$ cat config.mk
export PLATFORM = sky130hd
export DESIGN_NAME = tcf_trigger_end_flat
export DESIGN_NICKNAME = d
export VERILOG_FILES = /design/src/core/tcf_pkg.sv /design/src/core/tcf_link_if.sv /design/src/core/tcf_supervisor_end.sv /design/src/core/tcf_trigger_end.sv /design/src/flat_wrapper.sv
export SDC_FILE = /design/constraint.sdc
export NUM_CORES = 1
export LEC_CHECK = 0
export BUFFER_PORTS_ARGS = -buffer_cell sky130_fd_sc_hd__buf_2
export CORE_ASPECT_RATIO = 1.25
export CORE_MARGIN = 2
export CORE_UTILIZATION = 59
export CTS_CLUSTER_DIAMETER = 40
export DETAILED_ROUTE_END_ITERATION = 16
export PLACE_DENSITY = 0.84
export SLEW_MARGIN = 20
export SYNTH_ARGS = -nofsm -noshare
export SYNTH_HDL_FRONTEND = slang
export SYNTH_SLANG_ARGS = --single-unit
$ cat constraint.sdc
create_clock -name clock_i -period 9.8 [get_ports clock_i]
set_input_delay 1.96 -clock clock_i [delete_from_list [all_inputs] [get_ports clock_i]]
set_output_delay 1.96 -clock clock_i [all_outputs]
set_load 0.02 [all_outputs]
$ cat src/core/tcf_pkg.sv
//----------------------------------------------------------------------
// Purpose: shared constants and types of the trigger link ends
// Assumes: one 250 MHz pipeline clock for both ends
// Notes: word type sits in the top two bits of each link word
//----------------------------------------------------------------------
package tcf_pkg;

  //--------------------------------------------------------------------
  // clock and framing
  //--------------------------------------------------------------------
  localparam int TCF_CLOCK_MHZ = 250;
  localparam int TCF_FRAME_CYCLES = 4;
  localparam int TCF_FRAME_CNT_W = 2;
  localparam logic [TCF_FRAME_CNT_W-1:0] TCF_FRAME_LAST =
    TCF_FRAME_CNT_W'(TCF_FRAME_CYCLES - 1);

  //--------------------------------------------------------------------
  // link word layout
  //--------------------------------------------------------------------
  localparam int TCF_WORD_W = 16;
  localparam int TCF_TYPE_MSB = 15;
  localparam int TCF_TYPE_LSB = 14;
  localparam int TCF_PAYLOAD_W = 14;
  localparam logic [TCF_PAYLOAD_W-1:0] TCF_TRIG_PAYLOAD = 14'h0001;

  typedef enum logic [1:0] {
    TCF_W_IDLE = 2'b00,
    TCF_W_TRIG = 2'b01,
    TCF_W_CONTENT = 2'b10,
    TCF_W_CTRL = 2'b11
  } tcf_word_type;

  //--------------------------------------------------------------------
  // roles and fan-out
  //--------------------------------------------------------------------
  typedef enum logic [1:0] {
    TCF_ROLE_DIST = 2'b00,
    TCF_ROLE_IFACE = 2'b01,
    TCF_ROLE_MASTER = 2'b10
  } tcf_role_type;

  localparam tcf_role_type TCF_ROLE_RESET = TCF_ROLE_IFACE;
  localparam int TCF_MAX_CRATES = 8;
  localparam logic [7:0] TCF_IFACE_OUT_MASK = 8'hf0;
  localparam logic [7:0] TCF_ALL_OUT_MASK = 8'hff;

  //--------------------------------------------------------------------
  // event data serial link
  //--------------------------------------------------------------------
  localparam int TCF_SLOW_MBPS = 250;
  localparam int TCF_FAST_MBPS = 500;
  localparam int TCF_SLOW_BITS = TCF_SLOW_MBPS / TCF_CLOCK_MHZ;
  localparam int TCF_FAST_BITS = TCF_FAST_MBPS / TCF_CLOCK_MHZ;
  localparam int TCF_BIT_CNT_W = 5;
  localparam int TCF_BUF_DEPTH = 2;

endpackage

$ cat src/core/tcf_link_if.sv
//----------------------------------------------------------------------
// Purpose: trigger fiber link between supervisor and trigger module
// Assumes: both ends on clock_i
// Notes: frame marks a word every four cycles
//----------------------------------------------------------------------
`timescale 1ns/100ps
interface tcf_link_if;
  import tcf_pkg::*;

  logic frame;
  logic [TCF_WORD_W-1:0] word;
  logic sync;
  logic busy;

  modport supervisor (
    output frame,
    output word,
    output sync,
    input busy
  );

  modport device (
    input frame,
    input word,
    input sync,
    output busy
  );

endinterface

$ cat src/core/tcf_supervisor_end.sv
//----------------------------------------------------------------------
// Purpose: upstream supervisor end and a two-entry buffer
// Assumes: trig_req_i and content stream on clock_i
// Notes: trigger strobe wins a frame over a content word
//----------------------------------------------------------------------
`timescale 1ns/100ps
module tcf_pair_buffer
  import tcf_pkg::*;
#(
  parameter int WIDTH = 16,
  parameter int DEPTH = TCF_BUF_DEPTH
) (
  input wire logic clock_i,
  input wire logic reset_i,
  input wire logic [WIDTH-1:0] in_data_i,
  input wire logic in_valid_i,
  output logic in_ready_o,
  output logic [WIDTH-1:0] out_data_o,
  output logic out_valid_o,
  input wire logic out_ready_i
);
  initial begin
    if (DEPTH != 2 || WIDTH < 1) $error("pair buffer needs DEPTH 2");
  end

  logic [WIDTH-1:0] mem_q [DEPTH];
  logic [1:0] count_q;
  logic rd_ptr_q;
  logic wr_ptr_q;
  logic push;
  logic pop;

  assign in_ready_o = (count_q != 2'(DEPTH));
  assign out_valid_o = (count_q != 2'h0);
  assign out_data_o = mem_q[rd_ptr_q];
  assign push = in_valid_i && in_ready_o;
  assign pop = out_valid_o && out_ready_i;

  always_ff @(posedge clock_i or posedge reset_i) begin
    if (reset_i) begin
      count_q <= 2'h0;
      rd_ptr_q <= 1'b0;
      wr_ptr_q <= 1'b0;
    end else begin
      if (push) wr_ptr_q <= ~wr_ptr_q;
      if (pop) rd_ptr_q <= ~rd_ptr_q;
      count_q <= count_q + 2'(push) - 2'(pop);
    end
  end

  always_ff @(posedge clock_i) begin
    if (push) mem_q[wr_ptr_q] <= in_data_i;
  end
endmodule // tcf_pair_buffer
 // tcf_supervisor_end

$ cat src/core/tcf_trigger_end.sv
//----------------------------------------------------------------------
// Purpose: role dependent trigger, clock and busy routing
// Assumes: pins from outside pass a three stage synchroniser
// Notes: one image serves all three roles
//----------------------------------------------------------------------
`timescale 1ns/100ps
module tcf_trigger_end
  import tcf_pkg::*;
#(
  parameter int NUM_CRATES = TCF_MAX_CRATES
) (
  input wire logic clock_i,
  input wire logic reset_i,
  tcf_link_if.device link,
  input wire logic [1:0] role_i,
  input wire logic aux_frame_i,
  input wire logic [TCF_WORD_W-1:0] aux_word_i,
  input wire logic aux_sync_i,
  input wire logic aux_sel_i,
  output logic aux_busy_o,
  input wire logic bp_trigger_i,
  input wire logic panel_trigger_i,
  input wire logic panel_sync_i,
  input wire logic master_holdoff_i,
  input wire logic sd_busy_i,
  input wire logic rowc_busy_i,
  input wire logic no_switch_i,
  input wire logic [NUM_CRATES-1:0] crate_busy_i,
  output logic [NUM_CRATES-1:0] fiber_active_o,
  output logic fiber_frame_o,
  output logic [TCF_WORD_W-1:0] fiber_word_o,
  output logic fiber_sync_o,
  output logic [NUM_CRATES-1:0] crate_status_o,
  output logic busy_o,
  output logic crate_trigger_o,
  output logic rowc_trigger_o,
  output logic sync_o,
  output logic [TCF_PAYLOAD_W-1:0] content_o,
  output logic content_valid_o,
  input wire logic [TCF_WORD_W-1:0] data_i,
  input wire logic data_valid_i,
  output logic data_ready_o,
  input wire logic fast_rate_i,
  output logic [1:0] sd_serial_o,
  output logic sd_serial_valid_o
);
  initial begin
    if (NUM_CRATES < 1 || NUM_CRATES > TCF_MAX_CRATES)
      $error("NUM_CRATES must be 1 to 8");
  end

  //--------------------------------------------------------------------
  // pin synchronisers
  //--------------------------------------------------------------------
  localparam int NPIN = 5 + NUM_CRATES;
  logic [NPIN-1:0] pin_raw;
  logic [NPIN-1:0] pin_s1_q;
  logic [NPIN-1:0] pin_s2_q;
  logic [NPIN-1:0] pin_s3_q;
  logic [NPIN-1:0] pin_q;

  assign pin_raw = {crate_busy_i, rowc_busy_i, sd_busy_i, panel_sync_i,
                    panel_trigger_i, bp_trigger_i};

  always_ff @(posedge clock_i or posedge reset_i) begin
    if (reset_i) begin
      pin_s1_q <= '0;
      pin_s2_q <= '0;
      pin_s3_q <= '0;
    end else begin
      pin_s1_q <= pin_raw;
      pin_s2_q <= pin_s1_q;
      pin_s3_q <= pin_s2_q;
    end
  end

  for (genvar g = 0; g < NPIN; g++) begin : g_pin
    always_ff @(posedge clock_i or posedge reset_i) begin
      if (reset_i) pin_q[g] <= 1'b0;
      else if (pin_s2_q[g] == pin_s3_q[g]) pin_q[g] <= pin_s3_q[g];
    end
  end

  logic bp_trig;
  logic panel_trig;
  logic panel_sync;
  logic sd_busy;
  logic rowc_busy;
  logic [NUM_CRATES-1:0] crate_busy;
  logic bp_trig_d1_q;
  logic panel_trig_d1_q;
  logic panel_sync_d1_q;
  assign {crate_busy, rowc_busy, sd_busy, panel_sync, panel_trig,
          bp_trig} = pin_q;

  //--------------------------------------------------------------------
  // role register
  //--------------------------------------------------------------------
  tcf_role_type role_q;
  always_ff @(posedge clock_i or posedge reset_i) begin
    if (reset_i) role_q <= TCF_ROLE_RESET;
    else begin
      unique case (role_i)
        TCF_ROLE_DIST: role_q <= TCF_ROLE_DIST;
        TCF_ROLE_IFACE: role_q <= TCF_ROLE_IFACE;
        TCF_ROLE_MASTER: role_q <= TCF_ROLE_MASTER;
        default: role_q <= TCF_ROLE_IFACE;
      endcase
    end
  end

  //--------------------------------------------------------------------
  // master word generator
  //--------------------------------------------------------------------
  logic [TCF_FRAME_CNT_W-1:0] frame_cnt_q;
  logic m_frame;
  logic m_trig_pend_q;
  logic m_sync_pend_q;
  logic m_frame_q;
  logic m_sync_q;
  logic [TCF_WORD_W-1:0] m_word_q;
  logic merged_busy;
  logic is_master;
  logic m_take;

  assign is_master = (role_q == TCF_ROLE_MASTER);
  assign m_frame = (frame_cnt_q == TCF_FRAME_LAST);
  assign m_take = is_master && panel_trig && !panel_trig_d1_q
                  && !(master_holdoff_i && merged_busy);

  always_ff @(posedge clock_i or posedge reset_i) begin
    if (reset_i) begin
      frame_cnt_q <= '0;
      bp_trig_d1_q <= 1'b0;
      panel_trig_d1_q <= 1'b0;
      panel_sync_d1_q <= 1'b0;
    end else begin
      frame_cnt_q <= frame_cnt_q + 1'b1;
      bp_trig_d1_q <= bp_trig;
      panel_trig_d1_q <= panel_trig;
      panel_sync_d1_q <= panel_sync;
    end
  end

  always_ff @(posedge clock_i or posedge reset_i) begin
    if (reset_i) m_trig_pend_q <= 1'b0;
    else if (m_take) m_trig_pend_q <= 1'b1;
    else if (m_frame) m_trig_pend_q <= 1'b0;
  end

  always_ff @(posedge clock_i or posedge reset_i) begin
    if (reset_i) m_sync_pend_q <= 1'b0;
    else if (is_master && panel_sync && !panel_sync_d1_q)
      m_sync_pend_q <= 1'b1;
    else if (m_frame) m_sync_pend_q <= 1'b0;
  end

  always_ff @(posedge clock_i or posedge reset_i) begin
    if (reset_i) begin
      m_frame_q <= 1'b0;
      m_sync_q <= 1'b0;
      m_word_q <= '0;
    end else begin
      m_frame_q <= m_frame && is_master;
      m_sync_q <= m_frame && m_sync_pend_q;
      if (m_frame && m_trig_pend_q) m_word_q <= {TCF_W_TRIG, TCF_TRIG_PAYLOAD};
      else if (m_frame) m_word_q <= {TCF_W_IDLE, 14'h0000};
    end
  end

  //--------------------------------------------------------------------
  // receive source selection and decoder
  //--------------------------------------------------------------------
  logic rx_frame;
  logic rx_sync;
  logic [TCF_WORD_W-1:0] rx_word;
  tcf_word_type rx_type;

  always_comb begin
    rx_frame = link.frame;
    rx_sync = link.sync;
    rx_word = link.word;
    if (is_master) begin
      rx_frame = m_frame_q;
      rx_sync = m_sync_q;
      rx_word = m_word_q;
    end else if (role_q == TCF_ROLE_IFACE && aux_sel_i) begin
      rx_frame = aux_frame_i;
      rx_sync = aux_sync_i;
      rx_word = aux_word_i;
    end
  end

  assign rx_type = tcf_word_type'(rx_word[TCF_TYPE_MSB:TCF_TYPE_LSB]);

  logic dec_trig;
  assign dec_trig = rx_frame && (rx_type == TCF_W_TRIG)
                    && (role_q != TCF_ROLE_DIST);

  always_ff @(posedge clock_i or posedge reset_i) begin
    if (reset_i) begin
      crate_trigger_o <= 1'b0;
      rowc_trigger_o <= 1'b0;
      sync_o <= 1'b0;
      content_o <= '0;
      content_valid_o <= 1'b0;
    end else begin
      crate_trigger_o <= dec_trig && !no_switch_i;
      rowc_trigger_o <= dec_trig && no_switch_i;
      sync_o <= rx_sync && (role_q != TCF_ROLE_DIST);
      content_valid_o <= rx_frame && (rx_type == TCF_W_CONTENT)
                         && (role_q != TCF_ROLE_DIST);
      if (rx_frame && rx_type == TCF_W_CONTENT)
        content_o <= rx_word[TCF_PAYLOAD_W-1:0];
    end
  end

  //--------------------------------------------------------------------
  // fiber fan-out
  //--------------------------------------------------------------------
  always_ff @(posedge clock_i or posedge reset_i) begin
    if (reset_i) begin
      fiber_active_o <= '0;
      fiber_frame_o <= 1'b0;
      fiber_word_o <= '0;
      fiber_sync_o <= 1'b0;
    end else begin
      unique case (role_q)
        TCF_ROLE_DIST: begin
          fiber_active_o <= TCF_ALL_OUT_MASK[NUM_CRATES-1:0];
          fiber_frame_o <= link.frame;
          fiber_sync_o <= link.sync;
          if (link.frame) fiber_word_o <= link.word;
          else if (bp_trig && !bp_trig_d1_q)
            fiber_word_o <= {TCF_W_TRIG, TCF_TRIG_PAYLOAD};
        end
        TCF_ROLE_IFACE: begin
          fiber_active_o <= TCF_IFACE_OUT_MASK[NUM_CRATES-1:0];
          fiber_frame_o <= rx_frame;
          fiber_sync_o <= rx_sync;
          if (rx_frame) fiber_word_o <= rx_word;
        end
        TCF_ROLE_MASTER: begin
          fiber_active_o <= TCF_ALL_OUT_MASK[NUM_CRATES-1:0];
          fiber_frame_o <= m_frame_q;
          fiber_sync_o <= m_sync_q;
          if (m_frame_q) fiber_word_o <= m_word_q;
        end
        default: fiber_active_o <= '0;
      endcase
    end
  end

  //--------------------------------------------------------------------
  // status merge and return
  //--------------------------------------------------------------------
  logic crate_busy_any;
  logic local_busy;
  assign crate_busy_any = |(crate_busy & fiber_active_o);
  assign local_busy = no_switch_i ? rowc_busy : sd_busy;
  assign merged_busy = (role_q == TCF_ROLE_DIST) ? crate_busy_any
                       : (local_busy || crate_busy_any);

  always_ff @(posedge clock_i or posedge reset_i) begin
    if (reset_i) begin
      crate_status_o <= '0;
      busy_o <= 1'b0;
      link.busy <= 1'b0;
      aux_busy_o <= 1'b0;
    end else begin
      crate_status_o <= crate_busy;
      busy_o <= merged_busy;
      link.busy <= merged_busy && !is_master;
      aux_busy_o <= merged_busy && (role_q == TCF_ROLE_IFACE);
    end
  end

  //--------------------------------------------------------------------
  // event data serial link
  //--------------------------------------------------------------------
  logic [TCF_WORD_W-1:0] buf_data;
  logic buf_valid;
  logic ser_load;
  logic [TCF_WORD_W-1:0] shift_q;
  logic [TCF_BIT_CNT_W-1:0] bits_left_q;
  logic [TCF_BIT_CNT_W-1:0] step;

  assign step = fast_rate_i ? TCF_BIT_CNT_W'(TCF_FAST_BITS)
                            : TCF_BIT_CNT_W'(TCF_SLOW_BITS);
  assign ser_load = (bits_left_q == '0) && buf_valid;

  tcf_pair_buffer #(.WIDTH(TCF_WORD_W), .DEPTH(TCF_BUF_DEPTH)) u_buf (
    .clock_i(clock_i),
    .reset_i(reset_i),
    .in_data_i(data_i),
    .in_valid_i(data_valid_i),
    .in_ready_o(data_ready_o),
    .out_data_o(buf_data),
    .out_valid_o(buf_valid),
    .out_ready_i(ser_load)
  );

  always_ff @(posedge clock_i or posedge reset_i) begin
    if (reset_i) begin
      shift_q <= '0;
      bits_left_q <= '0;
      sd_serial_o <= 2'h0;
      sd_serial_valid_o <= 1'b0;
    end else if (ser_load) begin
      shift_q <= buf_data;
      bits_left_q <= TCF_BIT_CNT_W'(TCF_WORD_W);
      sd_serial_valid_o <= 1'b0;
    end else if (bits_left_q != '0) begin
      sd_serial_valid_o <= 1'b1;
      if (fast_rate_i) begin
        sd_serial_o <= shift_q[TCF_WORD_W-1 -: 2];
        shift_q <= {shift_q[TCF_WORD_W-3:0], 2'h0};
      end else begin
        sd_serial_o <= {1'b0, shift_q[TCF_WORD_W-1]};
        shift_q <= {shift_q[TCF_WORD_W-2:0], 1'b0};
      end
      bits_left_q <= bits_left_q - step;
    end else begin
      sd_serial_valid_o <= 1'b0;
    end
  end
endmodule // tcf_trigger_end

$ cat src/flat_wrapper.sv
// flat-port wrapper written by rule: the top's interface ports become plain ports
module tcf_trigger_end_flat import tcf_pkg::*;
#(
  parameter int NUM_CRATES = TCF_MAX_CRATES
)
  (clock_i, reset_i, role_i, aux_frame_i, aux_word_i, aux_sync_i, aux_sel_i, aux_busy_o, bp_trigger_i, panel_trigger_i, panel_sync_i, master_holdoff_i, sd_busy_i, rowc_busy_i, no_switch_i, crate_busy_i, fiber_active_o, fiber_frame_o, fiber_word_o, fiber_sync_o, crate_status_o, busy_o, crate_trigger_o, rowc_trigger_o, sync_o, content_o, content_valid_o, data_i, data_valid_i, data_ready_o, fast_rate_i, sd_serial_o, sd_serial_valid_o, link_frame, link_word, link_sync, link_busy);
  tcf_link_if link_i ();
  input wire logic clock_i;
  input wire logic reset_i;
  input wire logic [1:0] role_i;
  input wire logic aux_frame_i;
  input wire logic [TCF_WORD_W-1:0] aux_word_i;
  input wire logic aux_sync_i;
  input wire logic aux_sel_i;
  output logic aux_busy_o;
  input wire logic bp_trigger_i;
  input wire logic panel_trigger_i;
  input wire logic panel_sync_i;
  input wire logic master_holdoff_i;
  input wire logic sd_busy_i;
  input wire logic rowc_busy_i;
  input wire logic no_switch_i;
  input wire logic [NUM_CRATES-1:0] crate_busy_i;
  output logic [NUM_CRATES-1:0] fiber_active_o;
  output logic fiber_frame_o;
  output logic [TCF_WORD_W-1:0] fiber_word_o;
  output logic fiber_sync_o;
  output logic [NUM_CRATES-1:0] crate_status_o;
  output logic busy_o;
  output logic crate_trigger_o;
  output logic rowc_trigger_o;
  output logic sync_o;
  output logic [TCF_PAYLOAD_W-1:0] content_o;
  output logic content_valid_o;
  input wire logic [TCF_WORD_W-1:0] data_i;
  input wire logic data_valid_i;
  output logic data_ready_o;
  input wire logic fast_rate_i;
  output logic [1:0] sd_serial_o;
  output logic sd_serial_valid_o;
  input wire logic [$bits(link_i.frame)-1:0] link_frame;
  input wire logic [$bits(link_i.word)-1:0] link_word;
  input wire logic [$bits(link_i.sync)-1:0] link_sync;
  output wire logic [$bits(link_i.busy)-1:0] link_busy;
  assign link_i.frame = link_frame;
  assign link_i.word = link_word;
  assign link_i.sync = link_sync;
  assign link_busy = link_i.busy;
  tcf_trigger_end #(.NUM_CRATES(NUM_CRATES)) u_core (.clock_i(clock_i), .reset_i(reset_i), .link(link_i), .role_i(role_i), .aux_frame_i(aux_frame_i), .aux_word_i(aux_word_i), .aux_sync_i(aux_sync_i), .aux_sel_i(aux_sel_i), .aux_busy_o(aux_busy_o), .bp_trigger_i(bp_trigger_i), .panel_trigger_i(panel_trigger_i), .panel_sync_i(panel_sync_i), .master_holdoff_i(master_holdoff_i), .sd_busy_i(sd_busy_i), .rowc_busy_i(rowc_busy_i), .no_switch_i(no_switch_i), .crate_busy_i(crate_busy_i), .fiber_active_o(fiber_active_o), .fiber_frame_o(fiber_frame_o), .fiber_word_o(fiber_word_o), .fiber_sync_o(fiber_sync_o), .crate_status_o(crate_status_o), .busy_o(busy_o), .crate_trigger_o(crate_trigger_o), .rowc_trigger_o(rowc_trigger_o), .sync_o(sync_o), .content_o(content_o), .content_valid_o(content_valid_o), .data_i(data_i), .data_valid_i(data_valid_i), .data_ready_o(data_ready_o), .fast_rate_i(fast_rate_i), .sd_serial_o(sd_serial_o), .sd_serial_valid_o(sd_serial_valid_o));
endmodule
==> flow_summary.html <==
<table>
<tr><th>Metric</th><th>Value</th></tr>
<tr><th colspan="2">Outcome</th></tr>
<tr><td>Outcome</td><td>finished, final reports clean</td></tr>
<tr><th colspan="2">Route</th></tr>
<tr><td>DR top layer</td><td>met4</td></tr>
<tr><td>Detailed-routed wire length on met3</td><td>~750 um</td></tr>
<tr><td>Avg Vias per Cell</td><td>5.56</td></tr>
<tr><td>Routed met1 length</td><td>roughly 5 mm</td></tr>
<tr><td>Number of nets with antenna violations after detailed routing</td><td>0</td></tr>
<tr><td>Total Wirelength</td><td>around 13 mm</td></tr>
<tr><td>Pre-Repair DR Iteration Count</td><td>4</td></tr>
<tr><td>Met2 wire length</td><td>between 6 and 7 mm</td></tr>
<tr><td>Drt wl/cell</td><td>16.3 um</td></tr>
<tr><td>Vias post-DR</td><td>around 4300</td></tr>
<tr><td>Starting DRC count in detailed routing</td><td>around 200</td></tr>
<tr><td>DRC errors left</td><td>0</td></tr>
<tr><th colspan="2">CTS</th></tr>
<tr><td>TritonCTS Buffers</td><td>17</td></tr>
<tr><td>Number of hold buffers added after cts</td><td>0</td></tr>
<tr><td>Clock root cell</td><td>sky130_fd_sc_hd__clkbuf_16</td></tr>
<tr><td>Clock-pin slew reported for the worst setup and hold paths after clock tree synthesis</td><td>about 0.07 ns</td></tr>
<tr><td>Post-cts gate resize count</td><td>0</td></tr>
<tr><td>Level count of the clock H-tree</td><td>4</td></tr>
<tr><td>Longest Clk Path Bufs</td><td>2</td></tr>
<tr><td>Number of buffers added for setup after CTS</td><td>0</td></tr>
<tr><td>Clock sink total</td><td>~170</td></tr>
<tr><td>Clock tree from TritonCTS</td><td>built</td></tr>
<tr><td>Clock latency on the worst-skew pair</td><td>around 0.42 ns</td></tr>
<tr><th colspan="2">GRT</th></tr>
<tr><td>Via count of the first global-routing pass</td><td>4490</td></tr>
<tr><td>Largest net degree at the start of global routing</td><td>73</td></tr>
<tr><td>First-pass GRT wire length</td><td>approximately 21 mm</td></tr>
<tr><td>Number of antenna violations at the first check in global routing</td><td>0</td></tr>
<tr><td>Overall Global Routing Usage</td><td>0.213</td></tr>
<tr><td>Final global-route overflow total</td><td>0</td></tr>
<tr><th colspan="2">Timing</th></tr>
<tr><td>Worst hold margin</td><td>~0.35 ns</td></tr>
<tr><td>Post-layout min period</td><td>between 3 and 4 ns</td></tr>
<tr><td>Final setup violation count</td><td>0</td></tr>
<tr><td>Final critical-path setup slack</td><td>approximately 6.5 ns</td></tr>
<tr><td>Tightest Pin Transition</td><td>slightly below 0.9 ns</td></tr>
<tr><td>Hold Fails Final Rpt</td><td>0</td></tr>
<tr><td>Post-route fraction of the period consumed by the critical path</td><td>0.340</td></tr>
<tr><td>Fin. max-slew vios</td><td>0</td></tr>
<tr><td>Summed negative setup slack over all endpoints</td><td>0 ns</td></tr>
<tr><td>Setup repair after global routing missed its margin</td><td>false</td></tr>
<tr><td>Max transition margin</td><td>0.406</td></tr>
<tr><td>Max frequency</td><td>about 300 MHz</td></tr>
<tr><td>Final clock skew</td><td>between 0.007 and 0.008 ns</td></tr>
<tr><th colspan="2">Worst setup path</th></tr>
<tr><td>Kind of end point of the critical path</td><td>flop</td></tr>
<tr><td>Highest-delay cell along the critical path</td><td>sky130_fd_sc_hd__o21ai_2</td></tr>
<tr><td>Depth of the critical timing path with buffers and inverters included</td><td>5</td></tr>
<tr><td>Worst-case reg-to-reg path depth</td><td>7</td></tr>
<tr><td>Worst EP arrival</td><td>roughly 3.6 ns</td></tr>
<tr><td>Peak fanout along the critical path</td><td>16</td></tr>
<tr><td>Family of cells with the greatest summed delay on the critical path</td><td>compound AO/OA/AOI/OAI gates</td></tr>
<tr><td>Worst setup path class</td><td>in -&gt; reg</td></tr>
<tr><td>Longest individual stage delay on the worst path</td><td>slightly below 0.7 ns</td></tr>
<tr><td>Crit start category</td><td>input port</td></tr>
<tr><td>Crit path buf inv count</td><td>1</td></tr>
<tr><td>Cells traversed along the worst timing path</td><td>buf_2, nor3b_2, a21oi_1, o21ai_2, mux2_2</td></tr>
<tr><td>Critical path required time</td><td>between 10 and 15 ns</td></tr>
<tr><th colspan="2">Synthesis</th></tr>
<tr><td>FFs w/ async S/R, synth</td><td>0.815</td></tr>
<tr><td>Average cell area after synthesis</td><td>approximately 14 um2</td></tr>
<tr><td>Area share of the largest cell type after synthesis</td><td>0.505</td></tr>
<tr><td>Count of mapped cells out of synthesis</td><td>504</td></tr>
<tr><td>Most common library cells after synthesis</td><td>140 x sky130_fd_sc_hd__dfrtp_1, 41 x sky130_fd_sc_hd__nand2_1, 35 x sky130_fd_sc_hd__a21oi_1, 35 x sky130_fd_sc_hd__mux2i_1, 32 x sky130_fd_sc_hd__edfxtp_1</td></tr>
<tr><td>Most area-hungry cell type in the Yosys netlist</td><td>sky130_fd_sc_hd__dfrtp_1</td></tr>
<tr><td>Netlist area before placement</td><td>approximately 7000 um2</td></tr>
<tr><td>Synth area leaders</td><td>sky130_fd_sc_hd__dfrtp_1 51%, sky130_fd_sc_hd__edfxtp_1 14%, sky130_fd_sc_hd__mux2i_1 5.1%</td></tr>
<tr><td>Number of register bits inferred by synthesis</td><td>about 170</td></tr>
<tr><td>Post-synth top flop</td><td>sky130_fd_sc_hd__dfrtp_1</td></tr>
<tr><td>Yosys warns</td><td>0</td></tr>
<tr><td>Fraction of the yosys area taken by sequential cells</td><td>0.648</td></tr>
<tr><td>Distinct cell type count of the synthesized netlist</td><td>54</td></tr>
<tr><td>Most common cell in the synthesized netlist</td><td>sky130_fd_sc_hd__dfrtp_1</td></tr>
<tr><td>Post-synth EDFFs</td><td>32</td></tr>
<tr><td>Nets in the synthesized netlist</td><td>a little under 600</td></tr>
<tr><th colspan="2">Power and ir drop</th></tr>
<tr><td>Power per cell area</td><td>approximately 250 nW/um2</td></tr>
<tr><td>Leakage power</td><td>approximately 3.9 nW</td></tr>
<tr><td>Total power after layout</td><td>2.03 mW</td></tr>
<tr><td>Worst voltage drop across the vdd grid</td><td>~0.00019 V</td></tr>
<tr><th colspan="2">Worst hold path</th></tr>
<tr><td>Worst hold path cell count</td><td>0</td></tr>
<tr><td>Class of the tightest hold or removal check</td><td>reg -&gt; reg</td></tr>
<tr><th colspan="2">Finish</th></tr>
<tr><td>Finished Core Util</td><td>0.709</td></tr>
<tr><td>Diode insertion count for antenna repair</td><td>0</td></tr>
<tr><td>Design area</td><td>between 8000 and 9000 um2</td></tr>
<tr><td>Final cell count without fillers</td><td>780</td></tr>
<tr><td>Ratio of cells with drive above 1 in the final layout</td><td>0.338</td></tr>
<tr><td>Number of nets at the end of the flow</td><td>~710</td></tr>
<tr><td>P&amp;R area growth vs syn</td><td>18.3%</td></tr>
<tr><th colspan="2">Die</th></tr>
<tr><td>Horizontal extent of the die</td><td>101 um</td></tr>
<tr><td>Initial cell density of the core</td><td>0.600</td></tr>
<tr><td>Row Count</td><td>44</td></tr>
<tr><td>Area of the die</td><td>approximately 13000 um2</td></tr>
<tr><td>Vertical die dimension</td><td>between 100 and 150 um</td></tr>
<tr><td>Top-Level Pins</td><td>about 130</td></tr>
<tr><td>Core region area</td><td>roughly 12000 um2</td></tr>
<tr><th colspan="2">Placed design</th></tr>
<tr><td>Cell area reported after detailed placement</td><td>roughly 7600 um2</td></tr>
<tr><td>IO buf count</td><td>132</td></tr>
<tr><td>Final weighted congestion in routability-driven placement</td><td>slightly below 0.9</td></tr>
<tr><td>Placed cell count</td><td>748</td></tr>
<tr><td>Final HPWL from detailed placement</td><td>9.01 mm</td></tr>
<tr><td>Worst setup timing slack at the placement stage</td><td>between 6 and 7 ns</td></tr>
<tr><th colspan="2">Job</th></tr>
<tr><td>Max-capacitance violation count</td><td>0</td></tr>
</table>
## power breakdown
part,switching [mW],internal [mW]
sequential,0.0915,0.869
clock,0.297,0.339
combinational,0.249,0.185
total,0.638,1.39
## cells in the final DEF (no fill, tap or decap), types with 7 or more instances in the layout
cell type / synthesis / final
sky130_fd_sc_hd__edfxtp_1: 32 / 32
sky130_fd_sc_hd__a211oi_1: 7 / 7
sky130_fd_sc_hd__ha_1: 10 / 10
sky130_fd_sc_hd__maj3_1: 13 / 13
sky130_fd_sc_hd__mux2_2: 14 / 14
sky130_fd_sc_hd__clkbuf_16: 0 / 17
sky130_fd_sc_hd__nand2_1: 41 / 41
sky130_fd_sc_hd__a22o_1: 13 / 13
sky130_fd_sc_hd__mux2_4: 9 / 9
sky130_fd_sc_hd__o21ai_0: 9 / 9
sky130_fd_sc_hd__nor2_1: 29 / 26
sky130_fd_sc_hd__inv_1: 17 / 16
sky130_fd_sc_hd__buf_2: 9 / 132
sky130_fd_sc_hd__dfrtp_1: 140 / 140
sky130_fd_sc_hd__a211oi_2: 8 / 8
sky130_fd_sc_hd__mux2i_1: 35 / 35
sky130_fd_sc_hd__a21oi_1: 35 / 35
## final cells by class
class                      instances  area (um2)
sequential                       173        4490
fill                             756        3360
multi-input combinational        284        2200
timing repair buffer             135         683
clock buffer                      17         425
tap                              138         173
clock inverter                    15         153
inverter                          18        72.6
## flip-flops by register name, indices dropped and copies added (netlist names), 2 cells and up
| name | count |
|---|---|
| u_core.fiber_active_o | 2 |
| u_core.pin_s2_q | 13 |
| u_core.fiber_word_o | 16 |
| u_core.pin_s1_q | 13 |
| u_core.content_o | 14 |
| u_core.bits_left_q | 5 |
| u_core.pin_s3_q | 13 |
| u_core.sd_serial_o | 2 |
| u_core.u_buf.mem_q | 32 |
| u_core.shift_q | 16 |
| u_core.role_q | 2 |
| u_core.crate_status_o | 8 |
| u_core.frame_cnt_q | 2 |
| u_core.u_buf.count_q | 2 |
| u_core.crate_busy | 8 |
## kinds of logic after synthesis
logic type,after synthesis,share of synthesized area
DFF,173,0.648
and+or+nand+nor,100,0.0740
AOI/OAI and AO/OA,91,0.0946
muxes,63,0.101
buffers and inverters,47,0.0357
adders and majority gates,24,0.0397
xor gates and xnor gates,6,0.00758
## metal layers
| metal | global-route usage | up-vias |
|---|---|---|
| li1 | - | 2018 |
| met1 | 0.253 | 2160 |
| met2 | 0.371 | 149 |
| met3 | 0.0581 | 11 |
| met4 | 0.0771 | 0 |
| met5 | 0 | - |
## path summary, 6_finish.rpt
path                                    start                       to  slack (ns)
hold reg to reg            u_core.pin_s1_q[4]       u_core.pin_s2_q[4]        0.35
setup reg to reg             u_core.role_q[0]  u_core.fiber_word_o[11]        6.93
max in group asynchronous             reset_i        u_core.shift_q[1]        6.84
hold / removal             u_core.pin_s1_q[4]       u_core.pin_s2_q[4]        0.35
min in group asynchronous             reset_i       u_core.pin_s1_q[9]        1.60
setup / recovery                    aux_sel_i  u_core.fiber_word_o[11]        6.47
Note: power is estimated with default switching activity, not from simulation.
